<file path="config.mk">
export PLATFORM = sky130hd
export DESIGN_NAME = fail_safe_watchdog
export DESIGN_NICKNAME = d
export VERILOG_FILES = /design/src/rtl/wdog_pkg.sv /design/src/rtl/osc_monitor.sv /design/src/rtl/fail_safe_watchdog.sv
export VERILOG_INCLUDE_DIRS = /design/src /design/src/rtl
export SDC_FILE = /design/constraint.sdc
export NUM_CORES = 1
export LEC_CHECK = 0
export CORE_MARGIN = 3
export CORE_UTILIZATION = 53
export DETAILED_ROUTE_END_ITERATION = 12
export DONT_BUFFER_PORTS = 1
export MAX_ROUTING_LAYER = met4
export PLACE_DENSITY = 0.71
export SLEW_MARGIN = 5
export SYNTH_ARGS = -nofsm -noshare
export SYNTH_HDL_FRONTEND = slang
export SYNTH_HIERARCHICAL = 1
export SYNTH_SLANG_ARGS = --single-unit
</file>
<file path="constraint.sdc">
create_clock -name clk -period 2.3 [get_ports clk]
set_clock_uncertainty 0.2 [all_clocks]
set_input_delay 0.46 -clock clk [delete_from_list [all_inputs] [get_ports clk]]
set_output_delay 0.46 -clock clk [all_outputs]
set_load 0.05 [all_outputs]
</file>
<file path="src/rtl/wdog_params.svh">
`ifndef WDOG_PARAMS_SVH
`define WDOG_PARAMS_SVH

// ==========================================================
// Register indices (byte address is four times the index)
`define IDX_IE0      8'ha8
`define IDX_PRIO     8'ha9
`define IDX_IE1      8'hb8
`define IDX_RELOAD   8'h86

// ==========================================================
// Field positions
`define BIT_ARM      6
`define BIT_START    6
`define BIT_WD_FLAG  6
`define BIT_OSC_FLAG 7
`define BIT_PRESEL   7

// ==========================================================
// Reset values
`define SFR_RST      8'h00
`define RELOAD_RST   8'h00
`define IP_LOW_RST   6'h00
`define COUNT_RST    15'h0000
`define PRE_RST      5'h00
`define RCNT_RST     8'h00

// ==========================================================
// Timing counts
`define WD_TIMEOUT   15'h7ffc
`define PRE_SHORT    5'h01
`define PRE_LONG     5'h1f
`define RST_SHORT    8'h08
`define RST_LONG     8'h80
`define ARM_LAST     2'h1
`define OSC_HOLD     2'h3
`define OSC_MIN      8'h01

`endif

</file>
<file path="src/rtl/wdog_pkg.sv">
package wdog_pkg;

    // ==========================================================
    // Bus carriers
    typedef struct packed {
        logic        read;
        logic        write;
        logic [9:0]  address;
        logic [3:0]  byteenable;
        logic [31:0] writedata;
    } av_req_t;

    typedef struct packed {
        logic [31:0] readdata;
        logic        waitrequest;
    } av_rsp_t;

    // ==========================================================
    // Watchdog states and counter
    typedef enum logic [1:0] {
        WD_IDLE  = 2'b00,
        WD_RUN   = 2'b01,
        WD_RESET = 2'b10
    } wd_state_t;

    typedef logic [14:0] wd_count_t;

endpackage

</file>
<file path="src/rtl/osc_monitor.sv">
`timescale 1ns/1ps
`include "wdog_params.svh"
module osc_monitor #(
    parameter int               WIN_W     = 8,
    parameter logic [WIN_W-1:0] MIN_TICKS = `OSC_MIN
) (
    // Clock and reset
    input  wire logic clk,
    input  wire logic rst_n,
    // Monitor inputs
    input  wire logic enable,
    input  wire logic osc_tick,
    input  wire logic rc_tick,
    // Results
    output logic      osc_reset_q,
    output logic      fail_event_q
);
    logic [WIN_W-1:0] cnt_q;
    logic             fail_q;
    logic             valid_q;
    logic [1:0]       hold_q;
    logic             too_slow;

    assign too_slow = cnt_q < MIN_TICKS;

    // ==========================================================
    // Raw oscillator ticks per reference window
    // raw oscillator compared
    always_ff @(posedge clk or negedge rst_n) begin
        if (!rst_n) begin
            cnt_q <= '0;
        end else if (!enable || rc_tick) begin
            cnt_q <= '0;
        end else if (osc_tick && cnt_q != '1) begin
            cnt_q <= cnt_q + WIN_W'(1);
        end
    end

    always_ff @(posedge clk or negedge rst_n) begin
        if (!rst_n) begin
            fail_q       <= 1'b0;
            fail_event_q <= 1'b0;
        end else if (!enable) begin
            fail_q       <= 1'b0;
            fail_event_q <= 1'b0;
        end else begin
            fail_event_q <= rc_tick & valid_q & too_slow & ~fail_q;
            if (rc_tick && valid_q) begin
                fail_q <= too_slow;
            end
        end
    end

    // First window after reset or enable is partial; judging it
    // would report a false failure
    always_ff @(posedge clk or negedge rst_n) begin
        if (!rst_n) begin
            valid_q <= 1'b0;
        end else if (!enable) begin
            valid_q <= 1'b0;
        end else if (rc_tick) begin
            valid_q <= 1'b1;
        end
    end

    always_ff @(posedge clk or negedge rst_n) begin
        if (!rst_n) begin
            hold_q <= 2'h0;
        end else if (!enable) begin
            hold_q <= 2'h0;
        end else if (fail_q) begin
            hold_q <= `OSC_HOLD;
        end else if (hold_q != 2'h0) begin
            hold_q <= hold_q - 2'h1;
        end
    end

    always_ff @(posedge clk or negedge rst_n) begin
        if (!rst_n) begin
            osc_reset_q <= 1'b0;
        end else begin
            osc_reset_q <= enable & (fail_q | (hold_q != 2'h0));
        end
    end
endmodule

</file>
<file path="src/rtl/fail_safe_watchdog.sv">
`timescale 1ns/1ps
`include "wdog_params.svh"
module fail_safe_watchdog (
    // Clock and reset
    input  wire logic              clk,
    input  wire logic              rst_n,
    // Avalon-MM slave
    input  wire wdog_pkg::av_req_t av_req,
    output wdog_pkg::av_rsp_t      av_rsp,
    // Pins
    input  wire logic              powersave_autostart_pin,
    input  wire logic              osc_monitor_enable_pin,
    input  wire logic              osc_tick,
    input  wire logic              rc_tick,
    // Reset outputs
    output logic                   sys_reset_q,
    output logic                   port_force_ones_q
);
    import wdog_pkg::*;

    // ==========================================================
    // Declarations
    logic        wait_q;
    logic [31:0] rdata_q;
    logic [7:0]  rbyte;
    logic        req;
    logic        accept;
    logic        wr_lane;
    logic        wr_ie0;
    logic        wr_ie1;
    logic        wr_prio;
    logic        wr_rel;
    logic [7:0]  wdata;
    logic [7:0]  ie0_q;
    logic [1:0]  arm_age_q;
    logic [7:0]  ie1_q;
    logic [5:0]  ip_low_q;
    logic        wd_timeout_flag_q;
    logic        osc_fail_flag_q;
    logic [7:0]  wd_reload_reg_q;
    logic [6:0]  reload_val;
    logic        boot_q;
    wd_state_t   state_q;
    wd_state_t   state_d;
    logic        load;
    logic        start_wr;
    logic        refresh;
    logic        wd_enter;
    wd_count_t   count_q;
    logic [4:0]  pre_q;
    logic [4:0]  pre_lim;
    logic [7:0]  rst_cnt_q;
    logic        osc_rst;
    logic        osc_fail_evt;
    logic        int_rst;
    logic        running;

    function automatic logic hit(input logic [9:0] a, input logic [7:0] idx);
        return (a[9:2] == idx) && (a[1:0] == 2'h0);
    endfunction

    // ==========================================================
    // Bus handshake: one wait cycle per access
    assign req    = av_req.read | av_req.write;
    assign accept = req & ~wait_q;
    assign av_rsp = '{readdata: rdata_q, waitrequest: wait_q};

    always_ff @(posedge clk or negedge rst_n) begin
        if (!rst_n) begin
            wait_q <= 1'b1;
        end else begin
            wait_q <= ~(req & wait_q);
        end
    end

    // Writes are dropped while any internal reset holds the chip
    assign int_rst = (state_q == WD_RESET) | osc_rst;
    assign wdata   = av_req.writedata[7:0];
    assign wr_lane = accept & av_req.write & av_req.byteenable[0] & ~int_rst;
    assign wr_ie0  = wr_lane & hit(av_req.address, `IDX_IE0);
    assign wr_ie1  = wr_lane & hit(av_req.address, `IDX_IE1);
    assign wr_prio = wr_lane & hit(av_req.address, `IDX_PRIO);
    assign wr_rel  = wr_lane & hit(av_req.address, `IDX_RELOAD);
    assign running = state_q != WD_IDLE;

    always_comb begin
        rbyte = 8'h00;
        if (hit(av_req.address, `IDX_IE0)) begin
            rbyte = ie0_q;
        end else if (hit(av_req.address, `IDX_IE1)) begin
            rbyte = ie1_q;
            rbyte[`BIT_START] = running;
        end else if (hit(av_req.address, `IDX_PRIO)) begin
            rbyte = {osc_fail_flag_q, wd_timeout_flag_q, ip_low_q};
        end else if (hit(av_req.address, `IDX_RELOAD)) begin
            rbyte = wd_reload_reg_q;
        end
    end

    always_ff @(posedge clk or negedge rst_n) begin
        if (!rst_n) begin
            rdata_q <= 32'h0000_0000;
        end else if (req && wait_q) begin
            rdata_q <= {24'h00_0000, rbyte};
        end
    end

    // ==========================================================
    // Arm bit with automatic clear
    always_ff @(posedge clk or negedge rst_n) begin
        if (!rst_n) begin
            ie0_q     <= `SFR_RST;
            arm_age_q <= 2'h0;
        end else if (int_rst) begin
            ie0_q     <= `SFR_RST;
            arm_age_q <= 2'h0;
        end else if (wr_ie0) begin
            ie0_q     <= wdata;
            arm_age_q <= 2'h0;
        end else if (ie0_q[`BIT_ARM]) begin
            if (arm_age_q == `ARM_LAST) begin
                ie0_q[`BIT_ARM] <= 1'b0;
            end
            arm_age_q <= arm_age_q + 2'h1;
        end
    end

    always_ff @(posedge clk or negedge rst_n) begin
        if (!rst_n) begin
            ie1_q <= `SFR_RST;
        end else if (int_rst) begin
            ie1_q <= `SFR_RST;
        end else if (wr_ie1) begin
            ie1_q <= wdata;
        end
    end

    // ==========================================================
    // Status flags: hardware set wins over a software write
    always_ff @(posedge clk or negedge rst_n) begin
        if (!rst_n) begin
            ip_low_q <= `IP_LOW_RST;
        end else if (int_rst) begin
            ip_low_q <= `IP_LOW_RST;
        end else if (wr_prio) begin
            ip_low_q <= wdata[5:0];
        end
    end

    always_ff @(posedge clk or negedge rst_n) begin
        if (!rst_n) begin
            wd_timeout_flag_q <= 1'b0;
        end else if (wd_enter) begin
            wd_timeout_flag_q <= 1'b1;
        end else if (wr_prio) begin
            wd_timeout_flag_q <= wdata[`BIT_WD_FLAG];
        end
    end

    always_ff @(posedge clk or negedge rst_n) begin
        if (!rst_n) begin
            osc_fail_flag_q <= 1'b0;
        end else if (osc_fail_evt) begin
            osc_fail_flag_q <= 1'b1;
        end else if (wr_prio) begin
            osc_fail_flag_q <= wdata[`BIT_OSC_FLAG];
        end
    end

    // ==========================================================
    // Reload register
    // writable except while an internal reset holds the chip
    always_ff @(posedge clk or negedge rst_n) begin
        if (!rst_n) begin
            wd_reload_reg_q <= `RELOAD_RST;
        end else if (wd_enter || int_rst) begin
            wd_reload_reg_q <= `RELOAD_RST;
        end else if (wr_rel) begin
            wd_reload_reg_q <= wdata;
        end
    end

    assign reload_val = wd_reload_reg_q[6:0];

    // ==========================================================
    // Watchdog state machine
    // Strap sampled on the first edge after release, never under reset
    always_ff @(posedge clk or negedge rst_n) begin
        if (!rst_n) begin
            boot_q <= 1'b1;
        end else begin
            boot_q <= 1'b0;
        end
    end

    assign start_wr = wr_ie1 & wdata[`BIT_START];
    assign refresh  = start_wr & ie0_q[`BIT_ARM];

    always_comb begin
        state_d = state_q;
        load    = 1'b0;
        case (state_q)
            WD_IDLE: begin
                if ((boot_q && powersave_autostart_pin) || start_wr) begin
                    state_d = WD_RUN;
                    load    = 1'b1;
                end
            end
            WD_RUN: begin
                if (count_q == `WD_TIMEOUT) begin
                    state_d = WD_RESET;
                end else if (refresh) begin
                    load = 1'b1;
                end
            end
            WD_RESET: begin
                if (rst_cnt_q == 8'h01) begin
                    state_d = WD_RUN;
                end
            end
            default: begin
                state_d = WD_IDLE;
            end
        endcase
    end

    assign wd_enter = (state_q == WD_RUN) && (state_d == WD_RESET);

    always_ff @(posedge clk or negedge rst_n) begin
        if (!rst_n) begin
            state_q <= WD_IDLE;
        end else begin
            state_q <= state_d;
        end
    end

    // ==========================================================
    // Prescaler and 15-bit counter
    // extra divide-by-16
    assign pre_lim = wd_reload_reg_q[`BIT_PRESEL] ? `PRE_LONG : `PRE_SHORT;

    always_ff @(posedge clk or negedge rst_n) begin
        if (!rst_n) begin
            count_q <= `COUNT_RST;
            pre_q   <= `PRE_RST;
        end else if (load) begin
            count_q <= {reload_val, 8'h00};
            pre_q   <= `PRE_RST;
        end else if (state_q != WD_RUN || wd_enter) begin
            count_q <= `COUNT_RST;
            pre_q   <= `PRE_RST;
        end else if (pre_q == pre_lim) begin
            count_q <= count_q + 15'h0001;
            pre_q   <= `PRE_RST;
        end else begin
            pre_q   <= pre_q + 5'h01;
        end
    end

    always_ff @(posedge clk or negedge rst_n) begin
        if (!rst_n) begin
            rst_cnt_q <= `RCNT_RST;
        end else if (wd_enter) begin
            rst_cnt_q <= wd_reload_reg_q[`BIT_PRESEL] ? `RST_LONG : `RST_SHORT;
        end else if (state_q == WD_RESET) begin
            rst_cnt_q <= rst_cnt_q - 8'h01;
        end
    end

    // ==========================================================
    // Oscillator monitor and reset outputs
    osc_monitor u_osc (
        .clk          (clk),
        .rst_n        (rst_n),
        .enable       (osc_monitor_enable_pin),
        .osc_tick     (osc_tick),
        .rc_tick      (rc_tick),
        .osc_reset_q  (osc_rst),
        .fail_event_q (osc_fail_evt)
    );

    always_ff @(posedge clk or negedge rst_n) begin
        if (!rst_n) begin
            sys_reset_q       <= 1'b0;
            port_force_ones_q <= 1'b0;
        end else begin
            sys_reset_q       <= (state_d == WD_RESET) | osc_rst;
            port_force_ones_q <= osc_rst;
        end
    end
endmodule

</file>
==> results.txt <==
----------------------------------------------------
[Yosys]
  Most common cell in the synthesized netlist ... dfrtp_1
  Share of flip-flops with an asynchronous set or reset after synthesis ... 100%
  Leading post-synthesis cells by cell area ... dfrtp_1, nand2_1, buf_4
  Gate count after technology mapping ... 508
  Seq cells post-synth ... 89
  YS warnings ... 6
  Post-synthesis cell area ... 4770 µm²
  Proportion of synthesized chip area in sequential cells ... between 40% and 50%
  Post-synthesis average cell area ... 9.38 µm²
  Yosys cell types ... between 60 and 70
  Post-synth top area share ... 45.7%
  Main flop type after synthesis ... dfrtp_1
  Number of flops mapped to enable cells by yosys ... 0
  Cell type contributing the most total cell area after synthesis ... dfrtp_1
  Commonest cells in the synthesized netlist ... dfrtp_1, nand2_1, nor2_1

[Detailed routing]
  Remaining routing DRC violations ... 0
  Initial detailed-routing violation count ... about 160
  Detailed-route wire length per cell ... 15.8 µm
  Via total after detailed routing ... 3,720
  Vias per std cell ... 5.81
  First-pass DRT Iterations ... 4
  Aggregate routed wire length ... 10,100 µm
  Routed Antenna Nets ... 0

[Power]
  Register share of total power ... between 50 and 60%
  Power density over the cells ... 724 nW/µm²
  Leakage power ... 0.00229 µW
  Proportion of total power due to net switching ... 35.7%
  Int Pwr ... ~2400 µW
  Largest vdd supply drop ... 0.454 mV
  Portion of total power attributed to the clock network ... 28.1%
  Switching power summed over all nets ... about 1300 µW
  Final Total Pwr ... 3770 µW
  Combinational share of power ... 20.5%

[Placed design]
  DP Wirelength ... 6900 µm
  Cell area after placement ... 4910 µm²
  Final estimated routing congestion in global placement ... 0.858
  DP Cell Count ... 615
  Number of input and output port buffers inserted ... 0

[Cells and area]
  Final net count ... 593
  Area Growth Syn to Fin ... 9.16%
  N_diodes ... 0
  Non-filler instance count after layout ... 640
  Fill count ... 701
  Non-Filler Cell Area, Final ... ~5200 µm²
  Ratio of cells with drive above 1 in the final layout ... 12.1%

[STA]
  Setup violation total in the final timing report ... 0
  Peak clock frequency supported by timing ... 462 MHz
  Count of endpoints failing hold in the final timing report ... 89
  Max-slew violation count ... 0
  Clock period minus final worst setup slack ... about 2.2 ns
  Sum Neg Setup Slack ... 0 ns
  Worst Hold Slack ... -0.425 ns
  Portion of the clock cycle consumed by the worst path in the final layout ... 94.0%
  RSZ-0062 raised after global routing ... no

[Floorplan]
  Number of core rows ... 33
  Core region area ... 8460 µm²
  Floorplan die area ... 10,200 µm²
  DIE WIDTH ... 101 µm
  Effective utilization at floorplan ... 56.3%
  Height of the die ... just over 100 µm
  I/O pins ... 89

[Worst setup path]
  Depth of the worst register-to-register path ... 5
  Max FO, Critical Path ... 3
  Reg-to-reg critical path endpoint ... sys_reset_q
  Data required, critical path ... 2.35 ns
  Data arrival at the endpoint of the critical path ... 2.22 ns
  Slack of the worst reg-to-reg path ... 0.14 ns
  Worst setup path startpoint ... rst_cnt_q[3]
  Crit path kind ... register to register
  Crit start category ... register
  Capture point of the worst path ... sys_reset_q
  Critical Path End Type ... register
  Launching point of the worst reg2reg path ... rst_cnt_q[3]

[Clock network]
  Clock-pin slew on the worst setup and hold paths ... 0.10 ns
  Largest buffer count on any clock path ... 2
  Library cell used as clock root buffer ... clkbuf_8
  Number of buffers created by CTS ... 9
  TritonCTS clock tree ... built
  Number of clock sinks ... 89
  Deepest level of the CTS H-tree ... 3
  Worst skew pair latency ... 0.37 ns

[Min path]
  Min-delay worst type ... input port to asynchronous set/reset pin

[Global route]
  Overall fraction of global-route tracks in use ... 21.6%
  Remaining global-route overflow ... 0
  Number of antenna violations at the first check in global routing ... 0
  First-pass GRT wire length ... 17,200 µm
  Vias in the first global route ... 3,608
  Pin count of the biggest net entering global routing ... 90

[Outcome]
  Status ... complete, but fails checks
  Failing checks ... hold timing

[Flow run]
  Number of maximum-capacitance constraint violations ... 0

----------------------------------------------------
-- layout make-up --
class	instances	area, µm²	area share [%]
inverter	19	71.3	1.37
clock inverter	6	53.8	1.03
tap	105	131	2.53
timing repair buffer	35	310	5.96
multi-input combinational	376	2270	43.6
sequential	89	2230	42.9
clock buffer	10	138	2.65
-- power by group through the flow --
stage | Sequential [µW] | Combinational (µW) | Clock, µW
finish | 1940 | 772 | 1060
global route | 1960 | 846 | 1140
detailed placement | 1970 | 755 | 0
global placement | 1960 | 730 | 0
floorplan | 1940 | 629 | 0
CTS | 1940 | 772 | 1080
-- through the flow --
stage	setup slack [ns]	util (%)
floorplan	-0.237	-
global placement	-0.126	58.1
detailed placement	-0.198	58.1
CTS	0.0589	61.3
global route	0.000519	61.5
finish	0.138	61.5
-- cells by family (layout without fill, tap and decap cells) --
logic type	Yosys count	in the layout	share of synthesized area [%]
adder cells (fa/ha/maj)	9	9	2.36
AND/OR/NAND/NOR	225	225	25.5
multiplexers	2	2	0.420
buffers and inverters	67	70	7.64
XOR/XNOR	18	18	3.31
other	1	25	0.0787
flip-flops	89	89	46.8
AO/OA/AOI/OAI	97	97	13.9
-- sequential cells by signal (all words and copies together), names as in the netlist, 2 cells and up --
| register | count |
|---|---|
| u_osc/cnt_q | 8 |
| ie0_q | 8 |
| state_q | 2 |
| rst_cnt_q | 8 |
| arm_age_q | 2 |
| pre_q | 5 |
| ie1_q | 7 |
| ip_low_q | 6 |
| wd_reload_reg_q | 8 |
| count_q | 15 |
| u_osc/hold_q | 2 |
| rdata_q | 8 |
-- worst min-delay path by stage --
stage / start / end / slack, ns / cells after the start
after global placement: rst_n / count_q[3] / -0.03 / 0
after global routing: rst_n / u_osc/cnt_q[7] / -0.45 / 0
after CTS: rst_n / u_osc/cnt_q[2] / -0.44 / 0
after floorplan: rst_n / arm_age_q[0] / -0.04 / 0
final: rst_n / arm_age_q[1] / -0.43 / 0
after detailed placement: rst_n / count_q[5] / -0.03 / 0
-- routing by layer --
metal  GRT usage [%]  vias to the layer above  share of wire [%]
met5               -                        -                  0
met4            5.39                        0                1.2
met3            5.19                       15                5.8
met2            33.8                       95                 48
met1            28.5                     1816                 45
li1                -                     1794                  -
-- critical path, stage by stage, from the launching register on --
cell	delay, ns
dfrtp_1	0.40
nor4_2	0.32
nand2b_1	0.14
or3b_2	0.50
a22o_1	0.21
or2_2	0.27
-- cell usage in the layout (no fill, tap or decap), drive strengths merged, types with 6 or more instances in the layout --
cell type    instances
nand4               19
nor2                39
a21oi               24
inv                 24
nand3               35
o21ai               24
a221oi               8
buf                 26
and4                 8
and2                 6
nand2               76
nor3                 7
clkbuf              10
conb                25
ha                   9
dlygate4sd3          9
nor4                 6
dfrtp               87
xnor2                9
xor2                 9
-- repair_timing --
action / CTS / global route
resized for setup: 0 / 1
hold buffers: 8 / 1
setup endpoints to repair: 0 / 1
setup buffers: 0 / 0
endpoints found under the hold margin: 103 / 90
No activity file was read; power rests on OpenSTA's default activity.
